--- config.mk ---
export PLATFORM = sky130hd
export DESIGN_NAME = brownout_reset_sequencer
export DESIGN_NICKNAME = d
export VERILOG_FILES = /design/src/common/reset_seq_pkg.sv /design/src/common/timer_if.sv /design/src/rtl/brownout_reset_sequencer.sv /design/src/rtl/timeout_counter.sv
export SDC_FILE = /design/constraint.sdc
export NUM_CORES = 1
export LEC_CHECK = 0
export ABC_AREA = 1
export BUFFER_PORTS_ARGS = -buffer_cell sky130_fd_sc_hd__buf_2
export CAP_MARGIN = 10
export CELL_PAD_IN_SITES_DETAIL_PLACEMENT = 2
export CELL_PAD_IN_SITES_GLOBAL_PLACEMENT = 2
export CORE_MARGIN = 10
export CORE_UTILIZATION = 31
export CTS_CLUSTER_DIAMETER = 50
export CTS_CLUSTER_SIZE = 30
export DETAILED_ROUTE_END_ITERATION = 16
export PLACE_DENSITY_LB_ADDON = 0.15
export SETUP_SLACK_MARGIN = 0.3
export SYNTH_ARGS = -nofsm -noshare
export SYNTH_HDL_FRONTEND = slang
export SYNTH_SLANG_ARGS = --single-unit
--- constraint.sdc ---
create_clock -name clk_sys -period 1.4 [get_ports clk_sys]
set_input_delay 0.07 -clock clk_sys [delete_from_list [all_inputs] [get_ports clk_sys]]
set_output_delay 0.07 -clock clk_sys [all_outputs]
set_load 0.03 [all_outputs]
--- src/common/reset_seq_pkg.sv ---
package reset_seq_pkg;

   // ****************************************************************
   // Timing
   // ****************************************************************
   localparam int unsigned LF_OSC_HZ        = 31000;
   localparam int unsigned POWERUP_TIMER_MS          = 64;
   localparam int unsigned POWERUP_TIMER_TICKS       = (POWERUP_TIMER_MS * LF_OSC_HZ + 999) / 1000;
   localparam int unsigned BOR_FILTER_US    = 100;
   localparam int unsigned BOR_FILTER_TICKS = (BOR_FILTER_US * LF_OSC_HZ + 999999) / 1000000;
   localparam int unsigned OST_PERIODS      = 1024;
   localparam int unsigned TIMER_W          = 16;

   // ****************************************************************
   // Register map
   // ****************************************************************
   localparam int unsigned ADDR_W           = 2;
   localparam int unsigned DATA_W           = 8;
   localparam logic [1:0]  PCS_ADDR         = 2'h0;
   localparam logic [1:0]  RST_STATUS_ADDR  = 2'h1;
   localparam int unsigned PCS_BOR_BIT      = 0;
   localparam int unsigned PCS_POR_BIT      = 1;
   localparam int unsigned RS_PD_BIT        = 0;
   localparam int unsigned RS_TO_BIT        = 1;
   localparam int unsigned RS_STATE_LSB     = 4;
   localparam logic        POR_FLAG_RESET   = 1'h0;
   localparam logic        BOR_FLAG_RESET   = 1'h1;
   localparam logic        TO_FLAG_RESET    = 1'h1;
   localparam logic        PD_FLAG_RESET    = 1'h1;

   // ****************************************************************
   // Configuration encodings
   // ****************************************************************
   localparam logic        TRIP_LOWEST      = 1'h0;

   typedef enum logic [2:0] {
      OSC_LP  = 3'h0,
      OSC_XT  = 3'h1,
      OSC_HS  = 3'h2,
      OSC_RC  = 3'h3,
      OSC_EC  = 3'h4,
      OSC_INT = 3'h5
   } osc_mode_t;

   typedef enum logic [2:0] {
      ST_BOR_HOLD = 3'h0,
      ST_POWERUP_TIMER     = 3'h1,
      ST_OST      = 3'h3,
      ST_PIN_WAIT = 3'h2,
      ST_RUN      = 3'h6,
      ST_SLEEP    = 3'h7
   } seq_state_t;

   // Crystal modes need the start-up count; the others run at once.
   function automatic logic is_crystal(input osc_mode_t m);
      return (m == OSC_LP) || (m == OSC_XT) || (m == OSC_HS);
   endfunction : is_crystal

endpackage : reset_seq_pkg

--- src/common/timer_if.sv ---
interface timer_if #(parameter int unsigned W = 16);
   logic         start;
   logic         tick;
   logic [W-1:0] limit;
   logic         expired;

   modport owner   (output start, output tick, output limit, input expired);
   modport counter (input start, input tick, input limit, output expired);
endinterface : timer_if

--- src/rtl/brownout_reset_sequencer.sv ---
// Function
// - enable field 11 always on, 10 off in Sleep, 0x off.
// - trip_select picks one of two brown-out trip points.
// - low supply held past filter time causes brown-out reset.
// - low supply during power-up timer returns to hold and restarts timer.
// - after supply recovers, full 64 ms power-up period before continuing.
// - flash erase forces detection on at lowest trip point.
// - power-up timer after power-on pulse, then oscillator start-up count.
// - time-outs ignore the reset pin; late pin release starts at once.
// - crystal modes add 1024-period start-up after power-up, brown-out, wake.
// - other modes use only the power-up timer, none when disabled or on wake.
// - brownout_flag_n cleared by brown-out only; software sets it.
// - brownout_flag_n is meaningless when detection is disabled.
// - poweron_flag_n cleared by power-on only; software writes 1.
// - power-on and brown-out set timeout and powerdown flags to 1.
// - watchdog reset clears timeout; watchdog wake clears both; pin reset while running none.
// - pin reset in Sleep sets timeout, clears powerdown.
// - power-up timer counts 64 ms on slow oscillator, holds reset.
// - powerup_timer_disable_n set disables the power-up timer.
module brownout_reset_sequencer #(
   parameter int unsigned POWERUP_TIMER_TICKS       = reset_seq_pkg::POWERUP_TIMER_TICKS,
   parameter int unsigned OST_PERIODS      = reset_seq_pkg::OST_PERIODS,
   parameter int unsigned BOR_FILTER_TICKS = reset_seq_pkg::BOR_FILTER_TICKS
) (
   input  logic                              clk_sys,
   input  logic                              rst_n,
   input  logic                              lf_osc_in,
   input  logic                              sys_osc_in,
   input  logic                              low_supply_in,
   input  logic                              ext_reset_pin_n,
   input  logic [1:0]                        brownout_enable,
   input  logic                              trip_select,
   input  logic                              powerup_timer_disable_n,
   input  reset_seq_pkg::osc_mode_t          osc_mode,
   input  logic                              flash_erase,
   input  logic                              sleep_req,
   input  logic                              wake_req,
   input  logic                              wdt_reset_req,
   input  logic                              wdt_wake_req,
   input  logic [reset_seq_pkg::ADDR_W-1:0]  reg_addr,
   input  logic [reset_seq_pkg::DATA_W-1:0]  reg_wdata,
   input  logic                              reg_wr,
   input  logic                              reg_rd,
   output logic [reset_seq_pkg::DATA_W-1:0]  reg_rdata,
   output logic                              chip_reset_n,
   output logic                              monitor_enable,
   output logic                              trip_point
);

   // ****************************************************************
   // Parameter checks
   // ****************************************************************
   localparam int unsigned TW = reset_seq_pkg::TIMER_W;

   if (POWERUP_TIMER_TICKS < 1 || POWERUP_TIMER_TICKS >= (1 << TW) || OST_PERIODS < 1 ||
       OST_PERIODS >= (1 << TW) || BOR_FILTER_TICKS < 1 || BOR_FILTER_TICKS > 255) begin : g_chk
      $error("sequencer count parameters out of range");
   end

   // ****************************************************************
   // Synchronisers
   // ****************************************************************
   logic [3:0] meta_q;
   logic [3:0] sync_q;
   logic [1:0] osc_prev_q;
   logic       lf_tick;
   logic       sys_tick;
   logic       low_s;
   logic       pin_s;

   // Pins and the two oscillators are asynchronous; only sync_q is read.
   always_ff @(posedge clk_sys or negedge rst_n) begin
      if (!rst_n) begin
         meta_q <= 4'h4;
         sync_q <= 4'h4;
      end else begin
         meta_q <= {sys_osc_in, ext_reset_pin_n, low_supply_in, lf_osc_in};
         sync_q <= meta_q;
      end
   end

   // Rising edges of the oscillators become single-cycle ticks.
   always_ff @(posedge clk_sys or negedge rst_n) begin
      if (!rst_n) begin
         osc_prev_q <= 2'h0;
      end else begin
         osc_prev_q <= {sync_q[3], sync_q[0]};
      end
   end

   assign lf_tick  = sync_q[0] && !osc_prev_q[0];
   assign sys_tick = sync_q[3] && !osc_prev_q[1];
   assign low_s    = sync_q[1];
   assign pin_s    = sync_q[2];

   // ****************************************************************
   // Brown-out detection
   // ****************************************************************
   reset_seq_pkg::seq_state_t state_q;
   reset_seq_pkg::seq_state_t state_d;
   logic [7:0] filt_q;
   logic       det_active;
   logic       low_det;
   logic       bor_trip;

   // Erase overrides the enable field; 10 drops out only while asleep.
   assign det_active = flash_erase || (brownout_enable[1] &&
                       (brownout_enable[0] || state_q != reset_seq_pkg::ST_SLEEP));
   assign low_det    = det_active && low_s;

   // Filter counts slow-oscillator ticks while the supply stays low.
   always_ff @(posedge clk_sys or negedge rst_n) begin
      if (!rst_n) begin
         filt_q <= 8'h00;
      end else if (!low_det) begin
         filt_q <= 8'h00;
      end else if (lf_tick && filt_q != 8'(BOR_FILTER_TICKS)) begin
         filt_q <= filt_q + 8'h01;
      end
   end

   assign bor_trip = low_det && (filt_q == 8'(BOR_FILTER_TICKS));

   // ****************************************************************
   // Time-out counters
   // ****************************************************************
   timer_if #(.W(TW)) powerup_timer_tmr ();
   timer_if #(.W(TW)) ost_tmr ();

   assign powerup_timer_tmr.tick  = lf_tick;
   assign powerup_timer_tmr.limit = TW'(POWERUP_TIMER_TICKS);
   assign powerup_timer_tmr.start = (state_d == reset_seq_pkg::ST_POWERUP_TIMER) && (state_q != reset_seq_pkg::ST_POWERUP_TIMER);
   assign ost_tmr.tick   = sys_tick;
   assign ost_tmr.limit  = TW'(OST_PERIODS);
   assign ost_tmr.start  = (state_d == reset_seq_pkg::ST_OST) && (state_q != reset_seq_pkg::ST_OST);

   timeout_counter #(.W(TW)) u_powerup_timer (
      .clk_sys (clk_sys),
      .rst_n   (rst_n),
      .tmr     (powerup_timer_tmr)
   );

   timeout_counter #(.W(TW)) u_ost (
      .clk_sys (clk_sys),
      .rst_n   (rst_n),
      .tmr     (ost_tmr)
   );

   // ****************************************************************
   // Sequencer
   // ****************************************************************
   logic bor_enter;
   logic bor_event;
   logic ext_sleep;
   logic crystal;

   // First time-out after a power-on or brown-out hold ends.
   function automatic reset_seq_pkg::seq_state_t first_timeout(input logic ptdn, input logic xtal);
      if (!ptdn) begin
         return reset_seq_pkg::ST_POWERUP_TIMER;
      end else if (xtal) begin
         return reset_seq_pkg::ST_OST;
      end
      return reset_seq_pkg::ST_PIN_WAIT;
   endfunction : first_timeout

   assign crystal = reset_seq_pkg::is_crystal(osc_mode);
   // While the power-up timer runs, a low supply re-enters hold without filtering.
   assign bor_enter = (state_q == reset_seq_pkg::ST_POWERUP_TIMER) ? low_det : bor_trip;
   assign bor_event = bor_enter && (state_q != reset_seq_pkg::ST_BOR_HOLD);
   assign ext_sleep = (state_q == reset_seq_pkg::ST_SLEEP) && !pin_s;

   // Next state; brown-out entry beats every other transition.
   always_comb begin
      state_d = state_q;
      if (bor_event) begin
         state_d = reset_seq_pkg::ST_BOR_HOLD;
      end else begin
         unique case (state_q)
            reset_seq_pkg::ST_BOR_HOLD: begin
               if (!low_det) begin
                  state_d = first_timeout(powerup_timer_disable_n, crystal);
               end
            end
            reset_seq_pkg::ST_POWERUP_TIMER: begin
               if (powerup_timer_tmr.expired) begin
                  state_d = crystal ? reset_seq_pkg::ST_OST : reset_seq_pkg::ST_PIN_WAIT;
               end
            end
            reset_seq_pkg::ST_OST: begin
               if (ost_tmr.expired) begin
                  state_d = reset_seq_pkg::ST_PIN_WAIT;
               end
            end
            reset_seq_pkg::ST_PIN_WAIT: begin
               if (pin_s) begin
                  state_d = reset_seq_pkg::ST_RUN;
               end
            end
            reset_seq_pkg::ST_RUN: begin
               if (!pin_s) begin
                  state_d = reset_seq_pkg::ST_PIN_WAIT;
               end else if (sleep_req) begin
                  state_d = reset_seq_pkg::ST_SLEEP;
               end
            end
            reset_seq_pkg::ST_SLEEP: begin
               if (!pin_s) begin
                  state_d = reset_seq_pkg::ST_PIN_WAIT;
               end else if (wake_req) begin
                  state_d = crystal ? reset_seq_pkg::ST_OST : reset_seq_pkg::ST_RUN;
               end
            end
            default: begin
               state_d = reset_seq_pkg::ST_BOR_HOLD;
            end
         endcase
      end
   end

   // The power-on pulse is the reset itself; hold starts every sequence.
   always_ff @(posedge clk_sys or negedge rst_n) begin
      if (!rst_n) begin
         state_q <= reset_seq_pkg::ST_BOR_HOLD;
      end else begin
         state_q <= state_d;
      end
   end

   // Internal reset stays low until every enabled time-out and the pin allow it.
   always_ff @(posedge clk_sys or negedge rst_n) begin
      if (!rst_n) begin
         chip_reset_n <= 1'h0;
      end else begin
         chip_reset_n <= (state_d == reset_seq_pkg::ST_RUN) ||
                         (state_d == reset_seq_pkg::ST_SLEEP);
      end
   end

   // Comparator controls: erase forces the lowest trip point.
   always_ff @(posedge clk_sys or negedge rst_n) begin
      if (!rst_n) begin
         monitor_enable <= 1'h0;
         trip_point     <= reset_seq_pkg::TRIP_LOWEST;
      end else begin
         monitor_enable <= det_active;
         trip_point     <= flash_erase ? reset_seq_pkg::TRIP_LOWEST : trip_select;
      end
   end

   // ****************************************************************
   // Status flags and register port
   // ****************************************************************
   logic pcs_wr;
   logic poweron_flag_n_q;
   logic brownout_flag_n_q;
   logic timeout_flag_n_q;
   logic powerdown_flag_n_q;

   assign pcs_wr = reg_wr && (reg_addr == reset_seq_pkg::PCS_ADDR);

   // Hardware clears beat a software write in the same cycle so no event is lost.
   always_ff @(posedge clk_sys or negedge rst_n) begin
      if (!rst_n) begin
         poweron_flag_n_q  <= reset_seq_pkg::POR_FLAG_RESET;
         brownout_flag_n_q <= reset_seq_pkg::BOR_FLAG_RESET;
      end else begin
         if (pcs_wr) begin
            poweron_flag_n_q <= reg_wdata[reset_seq_pkg::PCS_POR_BIT];
         end
         if (bor_event) begin
            brownout_flag_n_q <= 1'h0;
         end else if (pcs_wr) begin
            brownout_flag_n_q <= reg_wdata[reset_seq_pkg::PCS_BOR_BIT];
         end
      end
   end

   // Reset-cause flags; a pin reset while running touches nothing.
   always_ff @(posedge clk_sys or negedge rst_n) begin
      if (!rst_n) begin
         timeout_flag_n_q   <= reset_seq_pkg::TO_FLAG_RESET;
         powerdown_flag_n_q <= reset_seq_pkg::PD_FLAG_RESET;
      end else if (bor_event) begin
         timeout_flag_n_q   <= 1'h1;
         powerdown_flag_n_q <= 1'h1;
      end else if (wdt_wake_req) begin
         timeout_flag_n_q   <= 1'h0;
         powerdown_flag_n_q <= 1'h0;
      end else if (wdt_reset_req) begin
         timeout_flag_n_q   <= 1'h0;
      end else if (ext_sleep) begin
         timeout_flag_n_q   <= 1'h1;
         powerdown_flag_n_q <= 1'h0;
      end
   end

   // Read data; the brown-out flag is shown but nothing here acts on it.
   always_ff @(posedge clk_sys or negedge rst_n) begin
      if (!rst_n) begin
         reg_rdata <= '0;
      end else if (reg_rd) begin
         reg_rdata <= '0;
         if (reg_addr == reset_seq_pkg::PCS_ADDR) begin
            reg_rdata[reset_seq_pkg::PCS_POR_BIT] <= poweron_flag_n_q;
            reg_rdata[reset_seq_pkg::PCS_BOR_BIT] <= brownout_flag_n_q;
         end else if (reg_addr == reset_seq_pkg::RST_STATUS_ADDR) begin
            reg_rdata[reset_seq_pkg::RS_TO_BIT] <= timeout_flag_n_q;
            reg_rdata[reset_seq_pkg::RS_PD_BIT] <= powerdown_flag_n_q;
            reg_rdata[reset_seq_pkg::RS_STATE_LSB +: 3] <= state_q;
         end
      end
   end
endmodule : brownout_reset_sequencer

--- src/rtl/timeout_counter.sv ---
module timeout_counter #(
   parameter int unsigned W = 16
) (
   input  logic     clk_sys,
   input  logic     rst_n,
   timer_if.counter tmr
);

   logic [W-1:0] count_q;
   logic         expired_q;

   if (W < 2) begin : g_chk
      $error("timeout_counter needs at least two bits");
   end

   // Count ticks from a start pulse; a new start always wins.
   always_ff @(posedge clk_sys or negedge rst_n) begin
      if (!rst_n) begin
         count_q <= '0;
      end else if (tmr.start) begin
         count_q <= '0;
      end else if (tmr.tick && !expired_q) begin
         count_q <= count_q + W'(1);
      end
   end

   // Expiry is a level held until the next start.
   always_ff @(posedge clk_sys or negedge rst_n) begin
      if (!rst_n) begin
         expired_q <= 1'h0;
      end else if (tmr.start) begin
         expired_q <= 1'h0;
      end else if (tmr.tick && (count_q == tmr.limit - W'(1))) begin
         expired_q <= 1'h1;
      end
   end

   assign tmr.expired = expired_q;

endmodule : timeout_counter

# ---- Word level (Yosys, flattened, before mapping)
# Index checks and enable logic that the tools add are counted.
dict set report op_classes {
  shifts 0
  mux 46
  magnitude_cmp 0
  n_eq_ne 21
  multipliers 0
  reduce_logical 37
  bitwise 0
  addsub 3
  div_mod_pow 0
}
# op n
set ops {}
lappend ops {{16-bit two-way mux} 4}
lappend ops {{3-bit two-way mux} 15}
lappend ops {{16-bit by 1-bit adder with 16-bit output (second input constant)} 2}
lappend ops {{1-bit two-way mux} 22}
lappend ops {{3-bit case mux with 6 select lines} 1}
lappend ops {{16-bit by 10-bit == test with 1-bit output (second input constant)} 1}
lappend ops {{16-bit by 11-bit == test with 1-bit output (second input constant)} 1}
lappend ops {{8-bit two-way mux} 2}
lappend ops {{1-bit logical AND} 15}
lappend ops {{3-bit by 2-bit == test with 1-bit output (second input constant)} 4}
lappend ops {{3-bit == test (second input constant)} 4}
lappend ops {{2-bit nonzero test} 5}
lappend ops {{3-bit by 1-bit == test with 1-bit output (second input constant)} 3}
lappend ops {{8-bit by 1-bit adder with 8-bit output (second input constant)} 1}
lappend ops {{8-bit by 3-bit == test with 1-bit output (second input constant)} 1}
lappend ops {{8-bit by 3-bit != test with 1-bit output (second input constant)} 1}
lappend ops {{3-bit zero test} 2}
lappend ops {{3-bit by 1-bit != test with 1-bit output (second input constant)} 2}
lappend ops {{3-bit nonzero test} 2}
lappend ops {{1-bit zero test} 5}
lappend ops {{1-bit logical OR} 5}
lappend ops {{2-bit two-way mux} 2}
lappend ops {{4-bit nonzero test} 1}
lappend ops {{3-bit by 2-bit != test with 1-bit output (second input constant)} 1}
lappend ops {{other kinds (5)} 5}
dict set report totals {
  elab_cells 124
  inputBits 30
  out_inout_bits 11
  ram_bits 0
  ff_bits 67
  mem_count 0
  latchBits 0
  mem_bits_ro 0
}

# ---- Depth between registers and ports, before layout
# Gate-level depths: netlist (run 1).
dict set report depth {
  ltp_word 16
  depth_mapped 11
  depth_no_buf 10
}

# ---- By module
# From an unflattened synthesis (run 1), not the netlist that was laid out.
dict set report unflattened {
  hier_cells 668
  area_unflattened_um2 4608.2
}
# mod instances seq_area_each_um2 area_each_um2 cells_each
set by_module_without_submodules {}
lappend by_module_without_submodules {timeout_counter 2 425.4 1505.2 240}
lappend by_module_without_submodules {brownout_reset_sequencer 1 832.0 1597.8 188}

# ---- Worst setup path before layout (run 1)
# OpenSTA, ideal clock, no wires.
dict set report synth_timing {
  kind {register to register}
  from {reg filt_q[0]}
  to {reg u_powerup_timer.count_q[5]}
  stages_incl_launch_ff 12
  slack_ns -0.104
  period_less_slack_ns 1.504
  path_buffers 1
  t_arrival_ns 1.384
  required_ns 1.280
  setup_time_ns 0.120
  path_cell_list {dfrtp_1 -> inv_1 -> ha_1 -> nand3_1 -> nor2_1 -> nand2_1 -> o21ai_0 -> nand2_4 -> nand2_2 -> nor2_4 -> buf_6 -> nor2_1}
}
dict set report synth_via {
  elab_chain_len 8
  elab_cells_between_ends 9
  classes_between {eq/ne: 2; mux: 3; reduce/logical: 4}
}
# item line
set synth_lines {}
lappend synth_lines {{from (decl)} brownout_reset_sequencer.sv:101} ;# logic [7:0] filt_q;
lappend synth_lines {{from (signal assigned)} brownout_reset_sequencer.sv:118} ;# filt_q <= filt_q + 8'h01;
lappend synth_lines {{8-bit by 3-bit == test with 1-bit output (*)} brownout_reset_sequencer.sv:122} ;# assign bor_trip = low_det && (filt_q == 8'(BOR_FILTER_TICKS));
lappend synth_lines {{1-bit logical AND (*)} brownout_reset_sequencer.sv:122}
lappend synth_lines {{1-bit two-way mux (*)} brownout_reset_sequencer.sv:169} ;# assign bor_enter = (state_q == reset_seq_pkg::ST_POWERUP_TIMER) ? low_det : bor_trip;
lappend synth_lines {{1-bit logical AND (*)} brownout_reset_sequencer.sv:170} ;# assign bor_event = bor_enter && (state_q != reset_seq_pkg::ST_BOR_HOLD);
lappend synth_lines {{3-bit two-way mux (*)} brownout_reset_sequencer.sv:176} ;# if (bor_event) begin
lappend synth_lines {{3-bit by 1-bit == test with 1-bit output (*)} brownout_reset_sequencer.sv:132} ;# assign powerup_timer_tmr.start = (state_d == reset_seq_pkg::ST_POWERUP_TIMER) && (state_q != reset_seq_pkg::ST ...
lappend synth_lines {{1-bit logical AND (*)} brownout_reset_sequencer.sv:132}
lappend synth_lines {{16-bit two-way mux / 2-bit nonzero test (equally long branches)} n/a}
lappend synth_lines {{to (signal assigned)} timeout_counter.sv:23} ;# count_q <= count_q + W'(1);
lappend synth_lines {{to (decl)} timeout_counter.sv:9} ;# logic [W-1:0] count_q;
# Mark *: on every way between the ends. The rest lies on a longest branch, timed or not.
# A chain may end at the register's enable or synchronous reset.

# ---- Worst setup path in the final report (run 1)
dict set report layout_timing {
  from {reg state_q[1]}
  to {reg u_powerup_timer.count_q[8]}
}
dict set report layout_via {
  elab_chain_len 12
  elab_cells_between_ends 30
  classes_between {eq/ne: 8; mux: 12; reduce/logical: 10}
}
# item line
set layout_lines {}
lappend layout_lines {{from (decl)} brownout_reset_sequencer.sv:99} ;# reset_seq_pkg::seq_state_t state_q;
lappend layout_lines {{from (signal assigned)} brownout_reset_sequencer.sv:224} ;# state_q <= reset_seq_pkg::ST_BOR_HOLD;
lappend layout_lines {{from (signal assigned)} brownout_reset_sequencer.sv:226} ;# state_q <= state_d;
lappend layout_lines {{branches (longest 10 deep; another with 3-bit case mux with 6 select lines)} n/a}
lappend layout_lines {{1-bit logical AND (*)} brownout_reset_sequencer.sv:132}
lappend layout_lines {{16-bit two-way mux / 2-bit nonzero test (equally long branches)} n/a}
# Every way passes the cells marked *.

==> flow_metrics.tcl, run 1 <==
set metrics [dict create \
    fmax_ghz 0.598 \
    grt_pass1_vias 3773 \
    r2r_cells 11 \
    hold_end "brownout_flag_n_q" \
    skew_ns 0.00664 \
    drt_iter0_drc 134 \
    hold_viol 0 \
    async_reset_ff_share_pct 100 \
    synth-seq-cells 67 \
    num_vias 3193 \
    powerDensity_mw_per_mm2 1160 \
    hpwl_um 7190 \
    via_per_inst 4.79 \
    final_util_pct 47.5 \
    cp_max_fo 17 \
    synth_cells 401 \
    area_delta_synth_final_pct 48.4 \
    report.final.slew_viol_count 0 \
    max_stage_delay_ns 0.45 \
    p_leak_nw 2.34 \
    firstDrtPassIters 4 \
    synthDistinctLibCells 34 \
    drive_gt1_share_pct 39.6 \
    clk_path_buf_depth 2 \
    diodes 0 \
    cts_tree "done" \
    ff2ff_setup_slack_ns -0.27 \
    ir_worst_vdd_uv 529 \
    ant_nets 0 \
    rsz0062_at_grt "true" \
    clock_latency_ns 0.36 \
    start_util_pct 32.0 \
    cap_violations 0 \
    hold_path.class "primary input to register" \
    cp.buffers_inverters 2 \
    crit_required_ns 1.64 \
    num_io_pins 41 \
    portBuffers 31 \
    die_w_um 124 \
    synth-main-ff-cell "dfrtp_1" \
    layout.nets 559 \
    hold_depth 4 \
    setup_slack_ns -0.272 \
    critPathMostFrequentCell "nor2_4" \
    clock_sinks 67 \
    crit_family "simple AND/OR/NAND/NOR gates" \
    antenna_found_initial 0 \
    r2r_end "u_powerup_timer.count_q[8]" \
    worstSetupPathType "register to register" \
    globalRouteTotalUtil_pct 17.4 \
    place.gp.congestion 0.762 \
    worstHoldStart "reg_addr[0]" \
    yosysTopAreaCell "dfrtp_1" \
    cts.clk_slew.worst_paths_ns 0.07 \
    r2r-start "state_q[1]" \
    synth_area_leaders "dfrtp_1 (47%), nand2_1 (8.5%), nor2_1 (8.5%)" \
    die_area_mm2 0.0153 \
    synth_edf_count 0 \
    die_y_um 124 \
    routedWlPerCell_um 19.0 \
    status "complete, but fails checks" \
    numCtsBuffers 9 \
    syn-mean-instance-area_um2 8.28 \
    cpMaxStageDelayCell "dfrtp_2" \
    path_cells "nor2_4 -> inv_2 -> nor2_4 -> o21ai_2 -> nand2_2 -> nor2_2 -> nand2_4 -> nand2_4 -> nor2_4 -> buf_12 -> nor2_1" \
    root_buffer "clkbuf_8" \
    worstPathArrival_ns 1.91 \
    period_minus_slack_ns 1.67 \
    core_mm2 0.0104 \
    period_share_pct 119 \
    cp-end-kind "register" \
    grt-ovfl-total 0 \
    grt_pass1_wl_um 20400 \
    startpoint_type "register" \
    grt_max_degree 68 \
    syn_area_mm2 0.00332 \
    row_count 37 \
    wl_um 12600 \
    setup_viol 49 \
    report.power.total_mw 5.74 \
    synth_top_cell_area_share_pct 46.7 \
    violations "setup timing" \
    yosysSeqAreaShare_pct 50.7 \
    synth_common_cells "nand2_1 (75), nor2_1 (75), dfrtp_1 (62)" \
    cts-htree-levels 3 \
    synth_warnings 0 \
    drc 0 \
]
-- power breakdown --
part	leakage (nW)	internal (mW)	switching (mW)
logic	1.46	0.763	1.06
registers	0.784	2.18	0.217
clock network	0.0905	0.738	0.785
total	2.34	3.68	2.06
-- cells in the final DEF (no fill, tap or decap), types with 4 or more instances in the layout --
cell type	instances
nand3_1	20
o21ai_2	4
nor2_4	13
nand3_4	4
dfstp_2	5
buf_4	58
nand2_1	62
nand2_4	9
nand3_2	6
nand4_1	14
clkbuf_8	11
dlygate4sd3_1	13
nand2_2	8
nor2_2	17
buf_6	8
nor2_1	52
xor2_1	15
inv_1	49
buf_2	31
inv_2	5
o21ai_0	4
dfrtp_1	59
a21oi_1	5
nor3_1	6
-- kinds of logic (layout without fill, tap and decap cells) --
| group | Yosys count | after routing | share of synthesized area [%] |
|---|---|---|---|
| AND/OR/NAND/NOR | 220 | 222 | 29.9 |
| flip-flops | 67 | 67 | 50.7 |
| buffers and inverters | 63 | 188 | 7.99 |
| AO/OA/AOI/OAI | 27 | 27 | 4.63 |
| XOR/XNOR | 17 | 17 | 4.48 |
| adder cells (fa/ha/maj) | 4 | 4 | 1.51 |
| multiplexers | 2 | 2 | 0.678 |
| other | 1 | 3 | 0.113 |
-- area by class of cell --
cell class | instances | area (µm²)
tap | 136 | 170
clock buffer | 14 | 163
fill | 1143 | 5440
timing repair buffer | 115 | 913
clock inverter | 2 | 10.0
inverter | 57 | 221
sequential | 67 | 1690
multi-input combinational | 275 | 1760
-- tightest hold or removal path: stages --
cell	delay, ns
buf_2	0.10
nor2_2	0.06
nand3_1	0.08
a21oi_2	0.06
-- worst max path at each step --
stage                from                         end  slack (ns)  depth (start not counted)
2_1_floorplan  state_q[2]  u_powerup_timer.count_q[5]       -0.09                         11
3_3_place_gp   state_q[2]  u_powerup_timer.count_q[4]       -0.37                         10
3_5_place_dp   state_q[2]  u_powerup_timer.count_q[4]       -0.48                         10
4_1_cts        state_q[1]           u_ost.count_q[12]       -0.19                          9
5_1_grt        state_q[0]            u_ost.count_q[2]       -0.39                          9
6_report       state_q[1]  u_powerup_timer.count_q[8]       -0.27                         11
-- layer usage --
metal / global-route usage, % / up-vias / share of wire, % / wire, µm
met5: 0 / - / 0 / 0
met4: 5.97 / 0 / 1.3 / 164
met3: 3.46 / 11 / 2.6 / 325
met2: 33.0 / 33 / 57 / 7180
met1: 18.8 / 1635 / 39 / 4960
li1: - / 1514 / - / -
-- what timing repair did --
| action | CTS | global route |
|---|---|---|
| hold buffers | 13 | 1 |
| resized for setup | 68 | 21 |
| pin swaps | 20 | 6 |
| cloned | 3 | 0 |
| hold endpoints to repair | 71 | 1 |
| setup endpoints to repair | 49 | 52 |
| setup buffers | 9 | 1 |
-- sequential cells by signal, indices dropped and copies added, names as in the netlist --
register	flops
u_ost.count_q	16
u_powerup_timer.count_q	16
filt_q	8
reg_rdata	5
meta_q	4
sync_q	4
state_q	3
osc_prev_q	2
brownout_flag_n_q	1
chip_reset_n	1
monitor_enable	1
powerdown_flag_n_q	1
poweron_flag_n_q	1
timeout_flag_n_q	1
trip_point	1
u_ost.tmr.expired	1
u_powerup_timer.tmr.expired	1
-- stage by stage --
| stage | setup slack [ns] | area (µm²) | TNS (ns) | hold slack, ns | std cells |
|---|---|---|---|---|---|
| finish | -0.272 | 4930 | -9.77 | 0.0123 | 666 |
| global route | -0.392 | 4930 | -14.37 | 0.0225 | 666 |
| CTS | -0.193 | 4850 | -6.43 | 0.00711 | 665 |
| detailed placement | -0.481 | 4160 | -14.22 | 0.126 | 624 |
| global placement | -0.368 | 4160 | -10.74 | 0.125 | 624 |
| floorplan | -0.0900 | 3410 | -1.55 | -0.226 | 403 |
No activity file was read; power rests on OpenSTA's default activity.
==> inputs of run 2 (changes only) <==
--- a/config.mk
+++ b/config.mk
@@ -10,7 +10,6 @@
 export CAP_MARGIN = 10
 export CELL_PAD_IN_SITES_DETAIL_PLACEMENT = 2
 export CELL_PAD_IN_SITES_GLOBAL_PLACEMENT = 2
-export CORE_MARGIN = 10
 export CORE_UTILIZATION = 31
 export CTS_CLUSTER_DIAMETER = 50
 export CTS_CLUSTER_SIZE = 30
==> run 2 against run 1 <==
  * Total power is 5.2% higher
  * Register-to-register slack lost 0.09 ns
  * Sequential power about the same
  * Sequential share of layout area shrank 1.4 points
  * Worst setup slack got worse by 0.087 ns
  * Hold slack improved by 0.0023 ns
  * Largest cell class unchanged
  * Critical path depth fell by 4
  * Core utilization rose by 2.0 points
  * The flow still finishes with violations (setup timing)
  * Sequential cell count is the same
  * Clock-buffer cell count up 2
  * Largest power group unchanged
==> flow_metrics.tcl, run 2 (synthesized netlist as in run 1, its figures left out) <==
set metrics [dict create \
    status "complete, but fails checks" \
    violations "setup timing" \
    holdWs_ns 0.0146 \
    drt_iter0_drc 65 \
    powerDensity_mw_per_mm2 1180 \
    skew_ns 0.0145 \
    clock_latency_ns 0.38 \
    cts-htree-levels 3 \
    startpoint_type "register" \
    layout.nets 566 \
    drive_gt1_share_pct 44.3 \
    finalNonFillerCells 673 \
    portBuffers 31 \
    hold_path.class "primary input to register" \
    switching_share_pct 37.1 \
    power_frac_seq_pct 39.9 \
    cellInternalPower_mw 3.80 \
    cpMaxStageDelayCell "dfrtp_2" \
    cp_max_fo 12 \
    fmax_ghz 0.568 \
    p_sw_mw 2.24 \
    rsz0062_at_grt "true" \
    clock_sinks 67 \
    grt_max_degree 68 \
    path_cells "inv_2 -> nor2_1 -> a21oi_2 -> nand3_2 -> nor2_4 -> buf_12 -> nor2_1" \
    place.gp.congestion 0.760 \
    drc 0 \
    setup_slack_ns -0.359 \
    area_delta_synth_final_pct 54.6 \
    antenna_found_initial 0 \
    diodes 0 \
    via_per_inst 4.88 \
    wl_um 13700 \
    p_leak_nw 2.39 \
    numCtsBuffers 9 \
    mostFrequentLayoutCell "buf_4" \
    max_stage_delay_ns 0.48 \
    hold_viol 0 \
    placed_cells 623 \
    row_count 37 \
    report.power.total_mw 6.04 \
    die_y_um 106 \
    hpwl_um 6970 \
    die_w_um 106 \
    period_share_pct 126 \
    core_mm2 0.0104 \
    grt-ovfl-total 0 \
    ant_nets 0 \
    cp-end-kind "register" \
    period_minus_slack_ns 1.76 \
    largestRegisters "u_ost.count_q: 16 flops, u_powerup_timer.count_q: 16 flops, filt_q: 8 flops" \
    worstPathArrival_ns 2.01 \
    cts_tree "done" \
    p_clk_share_pct 25.6 \
    start_util_pct 32.0 \
    num_io_pins 41 \
    r2r-start "state_q[0]" \
    final_util_pct 49.5 \
    routedWlPerCell_um 20.4 \
    setup_viol 49 \
    grt_pass1_vias 3803 \
    most-common-layout-cells "buf_4 (61), nand2_1 (59), dfrtp_1 (59)" \
    report.final.slew_viol_count 0 \
    globalRouteTotalUtil_pct 22.5 \
    ir_worst_vdd_uv 819 \
    die_area_mm2 0.0111 \
    num_vias 3281 \
    cap_violations 0 \
    tns_ns -13.24 \
    clk_path_buf_depth 2 \
    crit_required_ns 1.65 \
    critPathLaunch "state_q[0]" \
    cts.clk_slew.worst_paths_ns 0.08 \
    comb_power_share_pct 34.5 \
    root_buffer "clkbuf_8" \
    firstDrtPassIters 4 \
    worstHoldStart "reg_rd" \
    grt_pass1_wl_um 19100 \
    worstSetupPathType "register to register" \
    critPathMostFrequentCell "nor2_1" \
]
run 2: cell types whose count changed in the layout (fill, tap and decap cells not counted), moves of 3 or more:
| cell | delta |
|---|---|
| nand3_1 | -3 |
| nor2_4 | +4 |
| nor2_1 | -12 |
| nand2_1 | -3 |
| buf_4 | +3 |
| nand2_2 | +3 |
| nor2_2 | +8 |
run 2: critical path: cells and delay by family (launching register included):
family,cells,cell delay (ns)
AO/OA/AOI/OAI,1,0.28
buffers and inverters,2,0.37
flip-flops,1,0.48
AND/OR/NAND/NOR,4,0.50
run 2: through the flow:
step                      cell area, µm²  worst slack, ns
after global placement              4150           -0.305
final                               5130           -0.359
after global routing                5130           -0.470
after CTS                           4790           -0.200
after detailed placement            4150           -0.481
after floorplan                     3410          -0.0900
run 2: final timing paths:
kind                                               to  slack, ns  depth (start not counted)
setup reg to reg           u_powerup_timer.count_q[9]      -0.36                          7
setup / recovery           u_powerup_timer.count_q[9]      -0.36                          7
hold / removal                           reg_rdata[6]       0.01                          2
hold reg to reg                             sync_q[3]       0.36                          0
max in group asynchronous           brownout_flag_n_q       0.80                          3
min in group asynchronous                reg_rdata[0]       0.25                          3
run 2: layout make-up:
type                            count  area, µm²
Fill cell                        1141       5240
Sequential cell                    67       1690
Inverter                           57        224
Tap cell                          136        170
Timing Repair Buffer              122        993
Clock buffer                       16        170
Multi-Input combinational cell    275       1890
run 2: power by group through the flow:
| stage | combinational, mW | sequential, mW | clock (mW) |
|---|---|---|---|
| floorplan | 0.725 | 2.42 | 0 |
| global placement | 1.34 | 2.37 | 0 |
| detailed placement | 1.42 | 2.39 | 0 |
| CTS | 1.68 | 2.36 | 1.55 |
| global route | 2.25 | 2.44 | 1.64 |
| finish | 2.08 | 2.41 | 1.54 |
run 2: layer usage:
| metal | GRT usage, % | vias up | wire, µm |
|---|---|---|---|
| met1 | 24.0 | 1678 | 5280 |
| met5 | 0 | - | 0 |
| met3 | 5.57 | 22 | 347 |
| li1 | - | 1530 | - |
| met2 | 43.7 | 51 | 7800 |
| met4 | 5.75 | 0 | 270 |
run 2: repair_timing:
item	4_1_cts	5_1_grt
setup buffers	8	10
pin swaps	17	32
endpoints found under the hold margin	72	1
gates resized for setup	59	67
cloned	3	0
hold buffers	13	1
endpoints found under the setup margin	49	51
